File: src/include/atc_pkg.sv
/*
 * Constants for the antenna tuning configuration register bank: register
 * indices, field positions, reset value and the sensitivity step.
 * Assumes a single 40 MHz clock domain; no timing figures are needed.
 */
package atc_pkg;

  typedef logic [8:0] atc_word_type;

  // Register indices on the 4-bit configuration address
  localparam logic [3:0] ATC_ADDR_CFG1 = 4'h1;
  localparam logic [3:0] ATC_ADDR_CFG2 = 4'h2;
  localparam logic [3:0] ATC_ADDR_CFG3 = 4'h3;
  localparam logic [3:0] ATC_ADDR_CFG4 = 4'h4;

  localparam atc_word_type ATC_RESET_VALUE = 9'h000;
  // Bits 8-7 of register 3 do not exist
  localparam atc_word_type ATC_CFG3_MASK = 9'h07F;

  // Field positions
  localparam int ATC_PARITY_BIT = 0;
  localparam int ATC_SEL_HI = 8;
  localparam int ATC_SEL_LO = 7;
  localparam int ATC_PULLDOWN_BIT = 8;
  localparam int ATC_DIVIDE_BIT = 7;
  localparam int ATC_TRIM_HI = 6;
  localparam int ATC_TRIM_LO = 1;
  localparam int ATC_XCUT_HI = 8;
  localparam int ATC_XCUT_LO = 5;
  localparam int ATC_YCUT_HI = 4;
  localparam int ATC_YCUT_LO = 1;

  // Output select codes; both 2 and 3 give signal strength
  localparam logic [1:0] ATC_SEL_DEMOD = 2'h0;
  localparam logic [1:0] ATC_SEL_CARRIER = 2'h1;

  // Sensitivity reduction per code step, in dB
  localparam logic [4:0] ATC_GAIN_STEP_DB = 5'h02;

endpackage

File: src/hdl/atc_carrier_div.sv
/*
 * Carrier clock presentation: passes the synchronised carrier straight on
 * or divided by four. Expects carrierSync already in the sys_clk domain.
 */
`timescale 1ns/1ps
`default_nettype none

module atc_carrier_div (
  input wire logic sys_clk, // 40 MHz clock
  input wire logic rst_n, // Asynchronous reset, active low
  input wire logic carrierSync, // Carrier, already synchronised
  input wire logic divideSel, // 1: divide by four, 0: pass through
  output logic carrierOut // Carrier as presented to the pad mux
);
  import atc_pkg::*;

  logic carrierPrevQ;
  logic [1:0] divCntQ;
  logic carrierOutQ;
  wire logic carrierRise = carrierSync & ~carrierPrevQ;
  // Bit 1 of a counter bumped on every rising edge toggles every two edges
  wire logic carrierOutD = divideSel ? divCntQ[1] : carrierSync;

  always_ff @(posedge sys_clk or negedge rst_n) begin
    if (!rst_n) begin
      carrierPrevQ <= 1'b0;
      divCntQ <= 2'h0;
      carrierOutQ <= 1'b0;
    end else begin
      carrierPrevQ <= carrierSync;
      divCntQ <= carrierRise ? divCntQ + 2'h1 : divCntQ;
      carrierOutQ <= carrierOutD;
    end
  end

  assign carrierOut = carrierOutQ;

  undivided_pass_a: assert property (
    @(posedge sys_clk) disable iff (!rst_n)
    !divideSel |=> (carrierOut == $past(carrierSync)))
    else $error("undivided carrier not passed through");

  divided_count_a: assert property (
    @(posedge sys_clk) disable iff (!rst_n)
    (divideSel && carrierRise && divCntQ == 2'h1) |=> ##1 carrierOut)
    else $error("divided carrier did not rise after second edge");

endmodule // atc_carrier_div

`default_nettype wire

File: src/hdl/atc_tuning_regs.sv
/*
 * Configuration registers 1 to 4 of the low-frequency front end: output
 * select, carrier divide, strength pull-down, three tuning trims and two
 * sensitivity cuts, plus the data pad output mux.
 * Assumes the serial command decoder drives the cfg* strobes in sys_clk
 * and that demodulated data, carrier and strength level arrive unsynced.
 */
// Function
// - Select field routes data, carrier or strength.
// - Pull-down bit acts only in strength mode.
// - Divide bit presents carrier divided by four.
// - Three six-bit tuning trims, zero to 63 pF.
// - X sensitivity cut in 2 dB steps.
// - Y sensitivity cut on the same scale.
// - Sensitivity cut monotonic in field code.
// - Register 3 bits 8-7 read zero.
// - All implemented bits writable, reset to zero.
// - Host reads and writes configuration registers.
`timescale 1ns/1ps
`default_nettype none

module atc_tuning_regs (
  input wire logic sys_clk, // 40 MHz clock
  input wire logic rst_n, // Asynchronous reset, active low
  input wire logic [3:0] cfgAddr, // Register index
  input wire logic cfgWrEn, // Write strobe, one cycle
  input wire atc_pkg::atc_word_type cfgWrData, // Write word
  input wire logic cfgRdEn, // Read strobe, one cycle
  output atc_pkg::atc_word_type cfgRdData, // Read word, registered
  output logic cfgRdValid, // Read word valid, one cycle
  input wire logic demodIn, // Demodulated data, unsynced
  input wire logic carrierIn, // Carrier clock, unsynced
  input wire logic rssiIn, // Strength level, unsynced
  output logic lowfreqDataPad, // Data pad output
  output logic strengthPulldownOn, // Pad pull-down gate
  output logic [5:0] xChannelCapTrim, // X tuning trim
  output logic [5:0] yChannelCapTrim, // Y tuning trim
  output logic [5:0] zChannelCapTrim, // Z tuning trim
  output logic [3:0] xChannelGainCut, // X sensitivity code
  output logic [3:0] yChannelGainCut, // Y sensitivity code
  output logic [4:0] xGainCutDb, // X reduction in dB
  output logic [4:0] yGainCutDb // Y reduction in dB
);
  import atc_pkg::*;

  function automatic logic [4:0] cutToDb(input logic [3:0] code);
    cutToDb = 5'(code * ATC_GAIN_STEP_DB);
  endfunction

  atc_word_type cfg1Q, cfg2Q, cfg3Q, cfg4Q;
  atc_word_type rdDataQ;
  logic rdValidQ;
  logic [1:0] demodSyncQ, carrierSyncQ, rssiSyncQ;
  logic padQ, pulldownQ;
  logic [4:0] xDbQ, yDbQ;
  logic carrierOut;

  // Inputs from the analog side cross two flops before use
  wire logic demodSync = demodSyncQ[1];
  wire logic carrierSync = carrierSyncQ[1];
  wire logic rssiSync = rssiSyncQ[1];

  wire logic wrCfg1 = cfgWrEn && cfgAddr == ATC_ADDR_CFG1;
  wire logic wrCfg2 = cfgWrEn && cfgAddr == ATC_ADDR_CFG2;
  wire logic wrCfg3 = cfgWrEn && cfgAddr == ATC_ADDR_CFG3;
  wire logic wrCfg4 = cfgWrEn && cfgAddr == ATC_ADDR_CFG4;

  // Parity is stored as written; a bad word is the writer's problem
  wire atc_word_type cfg3Wr = cfgWrData & ATC_CFG3_MASK;

  // Other indices belong to neighbouring banks; here they read zero
  wire atc_word_type rdMux =
    (cfgAddr == ATC_ADDR_CFG1) ? cfg1Q :
    (cfgAddr == ATC_ADDR_CFG2) ? cfg2Q :
    (cfgAddr == ATC_ADDR_CFG3) ? cfg3Q :
    (cfgAddr == ATC_ADDR_CFG4) ? cfg4Q : ATC_RESET_VALUE;

  wire logic [1:0] padSel = cfg1Q[ATC_SEL_HI:ATC_SEL_LO];
  wire logic padMux =
    (padSel == ATC_SEL_DEMOD) ? demodSync :
    (padSel == ATC_SEL_CARRIER) ? carrierOut : rssiSync;
  // Pull-down would fight data or carrier, so it is gated by mode
  wire logic pulldownD = cfg2Q[ATC_PULLDOWN_BIT] & padSel[1];
  wire logic [3:0] xCut = cfg4Q[ATC_XCUT_HI:ATC_XCUT_LO];
  wire logic [3:0] yCut = cfg4Q[ATC_YCUT_HI:ATC_YCUT_LO];

  always_ff @(posedge sys_clk or negedge rst_n) begin
    if (!rst_n) begin
      cfg1Q <= ATC_RESET_VALUE;
      cfg2Q <= ATC_RESET_VALUE;
      cfg3Q <= ATC_RESET_VALUE;
      cfg4Q <= ATC_RESET_VALUE;
    end else begin
      cfg1Q <= wrCfg1 ? cfgWrData : cfg1Q;
      cfg2Q <= wrCfg2 ? cfgWrData : cfg2Q;
      cfg3Q <= wrCfg3 ? cfg3Wr : cfg3Q;
      cfg4Q <= wrCfg4 ? cfgWrData : cfg4Q;
    end
  end

  always_ff @(posedge sys_clk or negedge rst_n) begin
    if (!rst_n) begin
      rdDataQ <= ATC_RESET_VALUE;
      rdValidQ <= 1'b0;
    end else begin
      rdDataQ <= cfgRdEn ? rdMux : rdDataQ;
      rdValidQ <= cfgRdEn;
    end
  end

  always_ff @(posedge sys_clk or negedge rst_n) begin
    if (!rst_n) begin
      demodSyncQ <= 2'h0;
      carrierSyncQ <= 2'h0;
      rssiSyncQ <= 2'h0;
    end else begin
      demodSyncQ <= {demodSyncQ[0], demodIn};
      carrierSyncQ <= {carrierSyncQ[0], carrierIn};
      rssiSyncQ <= {rssiSyncQ[0], rssiIn};
    end
  end

  always_ff @(posedge sys_clk or negedge rst_n) begin
    if (!rst_n) begin
      padQ <= 1'b0;
      pulldownQ <= 1'b0;
      xDbQ <= 5'h00;
      yDbQ <= 5'h00;
    end else begin
      padQ <= padMux;
      pulldownQ <= pulldownD;
      xDbQ <= cutToDb(xCut);
      yDbQ <= cutToDb(yCut);
    end
  end

  atc_carrier_div carrierDiv (
    .sys_clk(sys_clk),
    .rst_n(rst_n),
    .carrierSync(carrierSync),
    .divideSel(cfg2Q[ATC_DIVIDE_BIT]),
    .carrierOut(carrierOut)
  );

  assign cfgRdData = rdDataQ;
  assign cfgRdValid = rdValidQ;
  assign lowfreqDataPad = padQ;
  assign strengthPulldownOn = pulldownQ;
  assign xChannelCapTrim = cfg1Q[ATC_TRIM_HI:ATC_TRIM_LO];
  assign yChannelCapTrim = cfg2Q[ATC_TRIM_HI:ATC_TRIM_LO];
  assign zChannelCapTrim = cfg3Q[ATC_TRIM_HI:ATC_TRIM_LO];
  assign xChannelGainCut = xCut;
  assign yChannelGainCut = yCut;
  assign xGainCutDb = xDbQ;
  assign yGainCutDb = yDbQ;

  select_demod_a: assert property (
    @(posedge sys_clk) disable iff (!rst_n)
    padSel == ATC_SEL_DEMOD |=> lowfreqDataPad == $past(demodSync))
    else $error("pad does not follow demodulated data");

  select_carrier_a: assert property (
    @(posedge sys_clk) disable iff (!rst_n)
    padSel == ATC_SEL_CARRIER |=> lowfreqDataPad == $past(carrierOut))
    else $error("pad does not follow carrier");

  select_rssi_a: assert property (
    @(posedge sys_clk) disable iff (!rst_n)
    padSel[1] |=> lowfreqDataPad == $past(rssiSync))
    else $error("pad does not follow strength level");

  pulldown_gate_a: assert property (
    @(posedge sys_clk) disable iff (!rst_n)
    (padSel[1] && cfg2Q[ATC_PULLDOWN_BIT]) |=> strengthPulldownOn)
    else $error("pull-down not on in strength mode");

  pulldown_block_a: assert property (
    @(posedge sys_clk) disable iff (!rst_n)
    !padSel[1] |=> !strengthPulldownOn)
    else $error("pull-down on outside strength mode");

  trim_write_a: assert property (
    @(posedge sys_clk) disable iff (!rst_n)
    wrCfg1 |=> xChannelCapTrim == $past(cfgWrData[6:1]))
    else $error("X trim not taken from write");

  gain_scale_a: assert property (
    @(posedge sys_clk) disable iff (!rst_n)
    wrCfg4 |=> ##1 xGainCutDb == 5'($past(cfgWrData[8:5], 2) * 2))
    else $error("X cut not two dB per step");

  gain_monotonic_a: assert property (
    @(posedge sys_clk) disable iff (!rst_n)
    (yCut > $past(yCut)) |=> yGainCutDb > $past(yGainCutDb))
    else $error("Y cut not monotonic");

  reg3_unimpl_a: assert property (
    @(posedge sys_clk) disable iff (!rst_n)
    (cfgRdEn && cfgAddr == ATC_ADDR_CFG3) |=> cfgRdData[8:7] == 2'h0)
    else $error("register 3 top bits not zero");

  read_back_a: assert property (
    @(posedge sys_clk) disable iff (!rst_n)
    (wrCfg2 ##1 (cfgRdEn && cfgAddr == ATC_ADDR_CFG2 && !cfgWrEn))
    |=> cfgRdValid && cfgRdData == $past(cfgWrData, 2))
    else $error("read-back differs from written word");

endmodule // atc_tuning_regs

`default_nettype wire

File: config.mk
export PLATFORM = sky130hd
export DESIGN_NAME = atc_tuning_regs
export DESIGN_NICKNAME = d
export VERILOG_FILES = /design/src/include/atc_pkg.sv /design/src/hdl/atc_carrier_div.sv /design/src/hdl/atc_tuning_regs.sv
export SDC_FILE = /design/constraint.sdc
export NUM_CORES = 1
export LEC_CHECK = 0
export ABC_AREA = 1
export BUFFER_PORTS_ARGS = -buffer_cell sky130_fd_sc_hd__buf_2
export CAP_MARGIN = 0
export CORE_MARGIN = 1.5
export CORE_UTILIZATION = 40
export DETAILED_ROUTE_END_ITERATION = 16
export HOLD_SLACK_MARGIN = 0.03
export PLACE_DENSITY = 0.69
export SYNTH_ARGS = -nofsm -noshare
export SYNTH_HDL_FRONTEND = slang
export SYNTH_HIERARCHICAL = 1
export SYNTH_SLANG_ARGS = --single-unit
File: constraint.sdc
create_clock -name sys_clk -period 2.2 [get_ports sys_clk]
set_clock_uncertainty 0.15 [all_clocks]
set_input_delay 0 -clock sys_clk [delete_from_list [all_inputs] [get_ports sys_clk]]
set_output_delay 0 -clock sys_clk [all_outputs]
set_load 0.01 [all_outputs]
After elaboration in Yosys (flattened, before gate mapping)
Index checks and enable logic that the tools add are counted.

Div/mod/pow operators: 0. $add $sub $neg: 1. Shifts and indexed selects: 0. Reduce and logical (&&, ||, !) cells: 5. Multipliers: 0. Equal/unequal tests: 5. $lt $le $gt $ge: 0. Mux-type cells: 7. Bitwise gates (word level): 3.

Operator list (number): $mux 9 (4); $eq 4x2->1 const B (2); $eq 4x1->1 const B (1); $eq 4x3->1 const B (1); $logic_and 1x1->1 (4); $mux 1 (3); $add 2x1->2 const B (1); $and 1x1->1 (2); $eq 2x1->1 const B (1); $logic_not 2->1 (1); $not 1->1 (1).

Logic and storage cells: 37. Memories: 0. Latch bits: 0. RAM bits: 0. Output and inout bits: 48. Flip-flop bits (word level): 64. ROM bits: 0.

Longest topological paths before layout
Gate-level depths: netlist of the first run.

Word-level depth: 5. Mapped depth: 7. Mapped depth without buffers: 7.

Modules after synthesis
Netlist of the first run, hierarchy kept.

Modules (own cells, without submodules): atc_tuning_regs (seq. area each 1501.4 µm², instances 1, cells each 277, area each 2672.6 µm²); atc_carrier_div (seq. area each 100.1 µm², instances 1, cells each 16, area each 152.6 µm²).

Least setup slack after synthesis of the first run
OpenSTA, ideal clock, no wires.

Path type: input to register. Start point: input cfgAddr[2]. End point: register cfg2Q[7]. Path slack: 1.168 ns. Data required time: 1.931 ns. Arrival time: 0.763 ns. Path buffers: 1. Stages on the path: 7. Path through: nor2_4 -> nand2_2 -> nor2_2 -> nand2_2 -> buf_6 -> nand2_2 -> o21ai_2.

Word-level cells in the longest chain between the ends: 2.

Ends and longest elaborated chain: start: declaration (line atc_tuning_regs.sv:25) `input wire logic [3:0] cfgAddr,`; $eq 4x2->1 (line atc_tuning_regs.sv:64) `wire logic wrCfg2 = cfgWrEn && cfgAddr == ATC_ADDR_CFG2;`; $logic_and 1x1->1 (line atc_tuning_regs.sv:64); end signal: assignment (line atc_tuning_regs.sv:95) `cfg2Q <= wrCfg2 ? cfgWrData : cfg2Q;`; end: declaration (line atc_tuning_regs.sv:50) `atc_word_type cfg1Q, cfg2Q, cfg3Q, cfg4Q;`.

No other way between the ends. A chain may end at the register's enable or synchronous reset.

Final worst setup path of the first run
Start point: input cfgAddr[0]. End point: register cfg4Q[6].

Word-level cells in the longest chain between the ends: 2.

Ends and longest elaborated chain: $eq 4x3->1 (line atc_tuning_regs.sv:66) `wire logic wrCfg4 = cfgWrEn && cfgAddr == ATC_ADDR_CFG4;`; $logic_and 1x1->1 (line atc_tuning_regs.sv:66); end signal: assignment (line atc_tuning_regs.sv:97) `cfg4Q <= wrCfg4 ? cfgWrData : cfg4Q;`; end: declaration (line atc_tuning_regs.sv:50).

No other way between the ends.

==> results of run 1 <==
-- flip-flops by register name (all words and copies together), names as in the netlist --
| signal | count |
|---|---|
| cfg1Q | 9 |
| cfg2Q | 9 |
| cfg4Q | 9 |
| cfgRdData | 9 |
| cfg3Q | 7 |
| xGainCutDb | 4 |
| yGainCutDb | 4 |
| carrierDiv/divCntQ | 2 |
| carrierSyncQ | 2 |
| demodSyncQ | 2 |
| rssiSyncQ | 2 |
| carrierDiv/carrierOut | 1 |
| carrierDiv/carrierPrevQ | 1 |
| cfgRdValid | 1 |
| lowfreqDataPad | 1 |
| strengthPulldownOn | 1 |
-- how the worst min path moves through the flow --
stage                                  endpoint  slack, ns  cells after the start
after floorplan           carrierDiv/carrierOut      -0.45                      0
after global placement          carrierSyncQ[0]      -0.09                      1
after detailed placement        carrierSyncQ[0]      -0.09                      1
after CTS                          cfgRdData[8]       0.04                      7
after global routing               cfgRdData[7]        0.1                      6
final                              cfgRdData[8]       0.05                      7
-- through the flow --
stage	utilization	cell area [um^2]	hold WS, ns
floorplan	-	2829	-0.4456
global placement	0.4442	3018	-0.09442
detailed placement	0.4442	3018	-0.08526
CTS	0.5004	3400	0.03935
global route	0.5004	3400	0.09873
finish	0.5004	3400	0.04609
-- tightest hold or removal path, cell delays in order --
cell and delay [ns]:
buf_2 0.14, nand2_2 0.08, nor2_2 0.05, nand2_1 0.05, nand2_1 0.05, nor2_1 0.08
nor2_1 0.04
-- power by group through the flow --
| stage | combinational [mW] | sequential [mW] | clock, mW |
|---|---|---|---|
| 5_1_grt | 0.651 | 1.57 | 1.18 |
| 3_5_place_dp | 0.563 | 1.56 | 0 |
| 3_3_place_gp | 0.546 | 1.56 | 0 |
| 6_report | 0.577 | 1.54 | 1.11 |
| 2_1_floorplan | 0.428 | 1.55 | 0 |
| 4_1_cts | 0.585 | 1.54 | 1.13 |
-- per-layer routing --
metal  up-vias  global-route usage  routed length (um)
met5         -                   0                   0
met4         0             0.08798                  79
met3         6             0.05118                 321
met2        67              0.2488                2698
met1       962              0.2465                2919
li1       1044                   -                   -
-- cells by family after synthesis --
logic type,after synthesis
AND/OR/NAND/NOR,119
flip-flops,64
buffers and inverters,61
AO/OA/AOI/OAI,48
other,1
-- layout make-up --
type                            instances  area, um^2
Inverter                               25       93.84
Timing Repair Buffer                   82       505.5
Sequential cell                        64        1602
Tap cell                               96       120.1
Clock inverter                          5       80.08
Fill cell                             639        3395
Multi-Input combinational cell        169       857.1
Clock buffer                           11       141.4
-- synth_stat cells, drive strengths merged --
library cell / instances
nand2: 69
buf: 35
and3: 1
and2: 1
inv: 25
dfrtp: 64
o21ai: 38
conb: 1
clkbuf: 1
o21a: 9
nand3: 26
nand4: 6
a21oi: 1
nor2: 16
==> results.txt, run 1 <==
The final instance count without filler cells is 452, and the number of storage elements in the synthesis netlist is 64. Final weighted congestion of routability-driven global placement: 0.8616. TritonCTS created 9 clock buffers. The tree is rooted in a clkbuf_8. Portion of total power attributed to combinational logic: 0.179.

The run gives 38 as the pin count of the biggest net entering global routing. In this run the worst path has a maximum fanout of 18. In the post-synthesis netlist, the biggest area contributors are dfrtp_1 (57%), nand2_1 (8.5%), buf_4 (7.4%). For this design the static power due to leakage is 1.727 nW. The worst setup path is launched from an input port. The run gives 0.5669 as the register area share after synthesis. The sequential group share of total power is 0.477. The number of I/O pins was 68. The clock tree synthesis step divided the H-tree into 3 levels. Walking the worst path, the cells encountered are dlygate4sd3_1 > buf_2 > nor2_4 > and3_1 > nand2_1 > o21a_1. The share of synthesized cell area in full adder, half adder and majority cells is 0, and the number of antenna violations at the first check in global routing is 0. The cell count after placement is 420, and the maximum resistive drop on vdd is 0.2804 mV. The final period demand of the worst path was 1.636 ns. The overall fraction of global-route tracks in use came out at 0.1762. The die extent in x is 87.04 um, and the number of global-route vias before repair is 1,979. The register-to-register setup slack is 1.10 ns, and the layout-stage area growth over the synthesis result is 20.33%. The mux share of post-synthesis cell area came out at 0. The post-synthesis compound-gate area fraction works out to 0.1063. In this run the worst setup path begins at cfgAddr[0].

At the later pin of the worst-skew pair, clock insertion delay measures 0.33 ns. For the worst setup path, the data required time is 2.27 ns. For this run, design rule violations remaining after detail routing come to 0. The logs give 0 for the final global-route overflow total and 0.9159 mW for the reported net switching power. Cell internal power was estimated by the tool at 2.311 mW. Total power for the finished layout comes to 3.227 mW.

Summed over all failing endpoints, the final setup total negative slack is 0 ns. The number of violations reported at the end of detailed-routing iteration 0 was 129; the number of hold buffers added after cts was 16. In this run the number of cells on the critical path is 6. After detailed routing, the total wire length is 6019 um. The area of the placeable core came out at 0.006794 mm^2. Setup repair after global routing left no endpoint under its margin.

Leaving out fill and tap cells, the most frequent cells in the layout are buf_2 (65), nand2_1 (64), dfrtp_1 (64). TritonCTS built the clock tree. The library cell used most frequently in the layout, excluding fill and tap cells, is buf_2. Initial core utilization: 0.4158. The setup-violating endpoint count in the final report is 0. The depth of the most critical reg-to-reg path came out at 4.

The simple-gate share of the synthesized area was 0.1944; the synthesis warning total was 6. The number of rows in the core area was 30. By area, the combinational part of the netlist is dominated by simple AND/OR/NAND/NOR gates.

The relative slew slack is 0.5652. The tools report the number of inserted diodes as 0. Across the run, the number of max-cap violations was 0. The family with the most delay on the worst path was simple AND/OR/NAND/NOR gates.

For the pin with the worst max-slew slack, the measured transition is 0.6522 ns. The start of the worst register-to-register path is cfg4Q[3]. The run finished with clean final reports. The tools report the launch point of the worst hold path as cfgAddr[1]. The number of setup buffers added after CTS is 0. The critical path ends at cfg4Q[6]. STA puts the critical path data arrival time at 1.71 ns.

For the max-slew violation total from the final report, the log shows 0. The share of final-layout standard cells stronger than drive strength 1 was 0.2949; the switching share of power was 0.2838. The first-pass GRT wire length was 9832 um; the delay of the slowest cell on the worst path was 0.56 ns. The final critical-path share of the clock period came out at 0.7434. From bottom edge to top edge, the die measures 87.04 um.

The worst register-to-register path ends at cfgRdData[3]. The logs give 0.002825 mm^2 for the post-synthesis cell area and 2,079 for the routed via count. The synthesized instance count is 293. The dominant cell type by area after synthesis was dfrtp_1. A synthesized cell averages 9.642 um^2. The net count of the finished layout is 371, and the quantity of I/O buffers inserted on ports is 65. The post-synthesis xor/xnor area fraction works out to 0. The clock slew seen by the registers of the worst setup and hold paths works out to 0.07 ns.

STA classifies the critical path endpoint as a flip-flop. The TritonCTS sink count is 64. Detailed placement finished with a half-perimeter wire length of 4322 um. The number of vias per cell is 4.600. The hold violation count in the final report is 0. The worst-case setup slack after placement is 0.6520 ns. The share of the synthesized area in the top cell type is 0.5669, and the iteration count of the initial detailed-routing pass is 4. Based on the critical path, the design can be clocked at up to 611.4 MHz.

Dividing total power by cell area gives a power density of 949.3 mW/mm^2. After clock tree synthesis, the repair step resized 0 gates. The path class of the tightest hold or removal check is input port to flip-flop. The slowest cell on the critical path is and3_1.

Counting both buffers and inverters, the worst setup path holds a total of 2. The critical path in this run is classified as input port to flip-flop. Setup slack closes at 0.5644 ns. Dividing the detail-routed wire length by the instance count gives 13.32 um.

The area of the die is 0.007576 mm^2, and the worst-case clock buffer depth is 2. The count of nets left with antenna violations once routing finished came out at 0. The netlist uses 24 different library cells.

The tools report the clock share of power as 0.344.
No activity file was read; power rests on OpenSTA's default activity.
==> run 2: changes to the inputs <==
--- a/config.mk
+++ b/config.mk
@@ -5,14 +5,14 @@
 export SDC_FILE = /design/constraint.sdc
 export NUM_CORES = 1
 export LEC_CHECK = 0
-export ABC_AREA = 1
+export ABC_AREA = 0
 export BUFFER_PORTS_ARGS = -buffer_cell sky130_fd_sc_hd__buf_2
 export CAP_MARGIN = 0
 export CORE_MARGIN = 1.5
 export CORE_UTILIZATION = 40
 export DETAILED_ROUTE_END_ITERATION = 16
 export HOLD_SLACK_MARGIN = 0.03
-export PLACE_DENSITY = 0.69
+export PLACE_DENSITY = 0.71
 export SYNTH_ARGS = -nofsm -noshare
 export SYNTH_HDL_FRONTEND = slang
 export SYNTH_HIERARCHICAL = 1
==> constraint.sdc (replaced) <==
create_clock -name sys_clk -period 1.4 [get_ports sys_clk]
set_clock_uncertainty 0.15 [all_clocks]
set_input_delay 0 -clock sys_clk [delete_from_list [all_inputs] [get_ports sys_clk]]
set_output_delay 0 -clock sys_clk [all_outputs]
set_load 0.01 [all_outputs]
==> results.txt, run 2 <==
The total length of routed wires was 5905 um (-1.9%); the hold violation count in the final report was 0 (unchanged). For the TritonCTS sink count, the log shows 64 (unchanged). The mux share of post-synthesis cell area was 0.1470 (+0.1470). Leaving out fill and tap cells, the most frequent cell in the layout is buf_2. The DRC violations left was 0 (unchanged). The tightest min-delay check is of the input port to async pin type. The number of vias per cell is 4.861 (+5.7%).

The logs give 30 (unchanged) for the number of rows in the core area and 374 (-17%) for the final instance count without filler cells. The quantity of I/O buffers inserted on ports is 65 (unchanged). The most common cell in the synthesized netlist was dfrtp_1. The family with the most delay on the worst path was compound AO/OA/AOI/OAI gates. The number of flops mapped to enable cells by yosys was 0 (unchanged). The run gives 0 (unchanged) as the number of antenna violations at the first check in global routing. Counting instances in the post-synthesis netlist gives the leading cell types as dfrtp_1 (64), mux2_2 (35), buf_4 (31), nand2_1 (11), nand2b_1 (7).

The register-to-register setup slack was 0.16 ns (-0.94 ns); the simple-gate share of the synthesized area was 0.08599 (-0.1084). The die extent in x was 85.92 um (-1.3%). The slowest cell on the critical path is dfrtp_1.

The portion of total power attributed to combinational logic came out at 0.199 (+0.020). By area the synthesized netlist is led by dfrtp_1 (58%), mux2_2 (14%), buf_4 (8.5%). The run gives 0.006719 mm^2 (-1.1%) as the area of the placeable core.

The post-synthesis xor/xnor area fraction works out to 0.006369 (+0.006369). The run finished with clean final reports. The tools report the net count of the finished layout as 309 (-17%).

The critical path is of the flip-flop to flip-flop type. The synthesized design spends more area on one cell type than any other, namely dfrtp_1. For the cell count after placement, the log shows 340 (-19%).

By area, the combinational part of the netlist is dominated by multiplexers. For the final global-route overflow total, the log shows 0 (unchanged). For this run, the top clock speed supported by timing is 803.6 MHz.

The number of levels in the clock H-tree is 3 (unchanged). Setup repair after global routing left no endpoint under its margin. The share of the synthesized area in the top cell type is 0.5823 (+0.01547). The tools report the start of the worst register-to-register path as cfg3Q[6]. From synthesis to final layout, the design area changed by 24.39%. The logs give 4 (unchanged) for the iteration count of the initial detailed-routing pass and 68 (unchanged) for the number of I/O pins.

For the area of the die, the log shows 0.007381 mm^2 (-2.6%). The run gives 103 (-20%) as the number of violations reported at the end of detailed-routing iteration 0. The final antenna-violating net count was 0 (unchanged); the switching share of power was 0.2787 (-0.005162). The setup-violating endpoint count in the final report was 0 (unchanged); the post-synthesis async set-or-reset flop share was 1.000 (unchanged). The post-synthesis cell area came out at 0.002750 mm^2 (-2.7%). The number of storage elements in the synthesis netlist came out at 64 (unchanged). The clock slew seen by the registers of the worst setup and hold paths works out to 0.07 ns (about the same). The nature of the critical path endpoint was a flip-flop. The number of buffers and inverters on the critical path was 0 (-2); the share of synthesized cell area in full adder, half adder and majority cells was 0 (unchanged).

The post-synthesis average cell area was 12.91 um^2 (+34%). The post-synthesis compound-gate area fraction was 0.08144 (-0.02485); the final period demand of the worst path was 1.244 ns. The critical path data arrival time came out at 1.30 ns (-0.41 ns). The top cell types in the final layout, fill and taps aside, are buf_2 (65), dfrtp_1 (64), mux2_2 (35).

For the clock latency on the worst-skew pair, the log shows 0.33 ns (about the same). Traced cell by cell, the critical path runs through nand2b_1 > a22o_1 > a22oi_1 > o22ai_1. The power density over cell area was 1442 mW/mm^2 (+52%); the synthesis warning total was 6 (unchanged). The number of buffers inserted during clock tree synthesis came out at 9 (unchanged). Routed via count: 1,818 (-13%).

The initial core utilization was 0.4093 (-0.006527). The delay of the slowest cell on the worst path was 0.40 ns (-0.16 ns). The run gives 65 (+71%) as the pin count of the biggest net entering global routing. The number of inserted diodes is 0 (unchanged), and the maximum resistive drop on vdd is 0.4429 mV (+58%).

The number of different library cells in the post-synthesis netlist is 37 (+54%), and the reported net switching power is 1.375 mW (+50%). The overall fraction of global-route tracks in use was 0.1710 (-0.005180). The required time of the critical path is 1.45 ns (-0.82 ns), and the register area share after synthesis is 0.5823 (+0.01547). The total internal power came out at 3.559 mW (+54%).

The clock share of power came out at 0.301 (-0.043). Buffer count from post-CTS setup fixing: 0 (unchanged). The total power of the final layout came out at 4.934 mW (+53%). The share of final-layout standard cells stronger than drive strength 1 came out at 0.4592 (+0.1642). The HPWL after detailed placement was 4067 um (-5.9%). The final critical-path share of the clock period is 0.8888, and the depth of the most critical reg-to-reg path is 4 (unchanged). The number of global-route vias before repair was 1,931 (-2.4%); the number of cells upsized or downsized after cts was 0 (unchanged). Final weighted congestion of routability-driven global placement: 0.8293 (-3.7%).

The leakage power is 1.625 nW (-5.9%), and the maximum fanout encountered on the critical timing path is 3 (-15). The max-slew violation total from the final report came out at 0 (unchanged). The endpoint identified for the worst register-to-register timing path is cfgRdData[6].

TritonCTS built the clock tree. The worst-case clock buffer depth was 2 (unchanged). Among all flip-flop cells after synthesis, the most frequent one is dfrtp_1.

The run gives 0.500 (+0.023) as the sequential group share of total power. The wire length per cell after detailed routing came out at 15.79 um (+19%). The synthesized instance count was 213 (-27%).

The tools report the root buffer cell as clkbuf_8. The y dimension of the die came out at 85.92 um (-1.3%). First-pass GRT wire length: 9563 um (-2.7%). STA classifies the critical path startpoint as a flip-flop. For the max-capacitance violation count, the log shows 0 (unchanged).
==> run 2: changes by cell type after synthesis, sizes merged, moves of 4 or more <==
cell,before,now
nand3,26,3
mux2,0,35
inv,25,5
nand2b,0,7
nor2b,0,4
o21a,9,0
nor2,16,5
nand4,6,0
a31oi,0,4
o21ai,38,8
nand2,69,12
a22oi,0,4
==> run 2: power groups by stage <==
stage / registers [mW] / clock network (mW) / logic [mW]
6_report: 2.47 / 1.49 / 0.983
4_1_cts: 2.47 / 1.51 / 1.00
2_1_floorplan: 2.47 / 0 / 0.733
3_5_place_dp: 2.50 / 0 / 0.956
3_3_place_gp: 2.49 / 0 / 0.933
5_1_grt: 2.52 / 1.60 / 1.08
==> run 2: layer usage <==
| metal | vias to the layer above | share of wire | track usage |
|---|---|---|---|
| met5 | - | 0 | 0 |
| li1 | 868 | - | - |
| met4 | 0 | 0.012 | 0.06891 |
| met3 | 6 | 0.049 | 0.05486 |
| met2 | 45 | 0.50 | 0.2856 |
| met1 | 899 | 0.44 | 0.2054 |
==> run 2: stage by stage <==
| step | TNS (ns) | setup WS [ns] | hold slack [ns] | util | instance area (um^2) |
|---|---|---|---|---|---|
| floorplan | 0 | 0.07157 | -0.4456 | - | 2754 |
| global placement | -0.2133 | -0.02596 | -0.1176 | 0.4555 | 3060 |
| detailed placement | -0.4826 | -0.05671 | -0.1115 | 0.4555 | 3060 |
| CTS | 0 | 0.1478 | 0.03149 | 0.5091 | 3421 |
| global route | 0 | 0.07521 | 0.04630 | 0.5091 | 3421 |
| finish | 0 | 0.1557 | 0.04271 | 0.5091 | 3421 |
==> run 2: logic make-up after synthesis <==
group | count (synthesis)
simple gates | 39
xor+xnor | 2
mux | 36
other cells | 1
flops | 64
buf+inv | 39
compound gates | 32
==> run 2: worst max-delay path by stage <==
stage               startpoint            to  slack, ns  cells past startpoint
global placement    cfgAddr[0]      cfg2Q[4]      -0.03                      4
floorplan           cfgAddr[2]      cfg3Q[0]       0.07                      5
global route           cfgRdEn  cfgRdData[1]       0.08                      5
detailed placement  cfgAddr[0]      cfg2Q[4]      -0.06                      4
finish                cfg3Q[6]  cfgRdData[6]       0.16                      4
CTS                   cfg3Q[6]  cfgRdData[6]       0.15                      4
==> run 2: final cells by class <==
cell class,count,area (um^2)
fillers,604,3298
flip-flops and latches,64,1602
multi-input cells,111,889.6
repair buffers,98,630.6
clock buffers,12,135.1
well taps,80,100.1
clock inverters,4,45.04
inverters,5,18.77
==> run 2: timing repair <==
item	CTS	global route
hold endpoints to repair	109	0
endpoints found under the setup margin	0	0
hold buffers	18	0
==> run 2: worst min-delay path, cell delays in order <==
cell	delay [ns]
dlygate4sd3_1	0.52
buf_2	0.12
buf_12	0.28
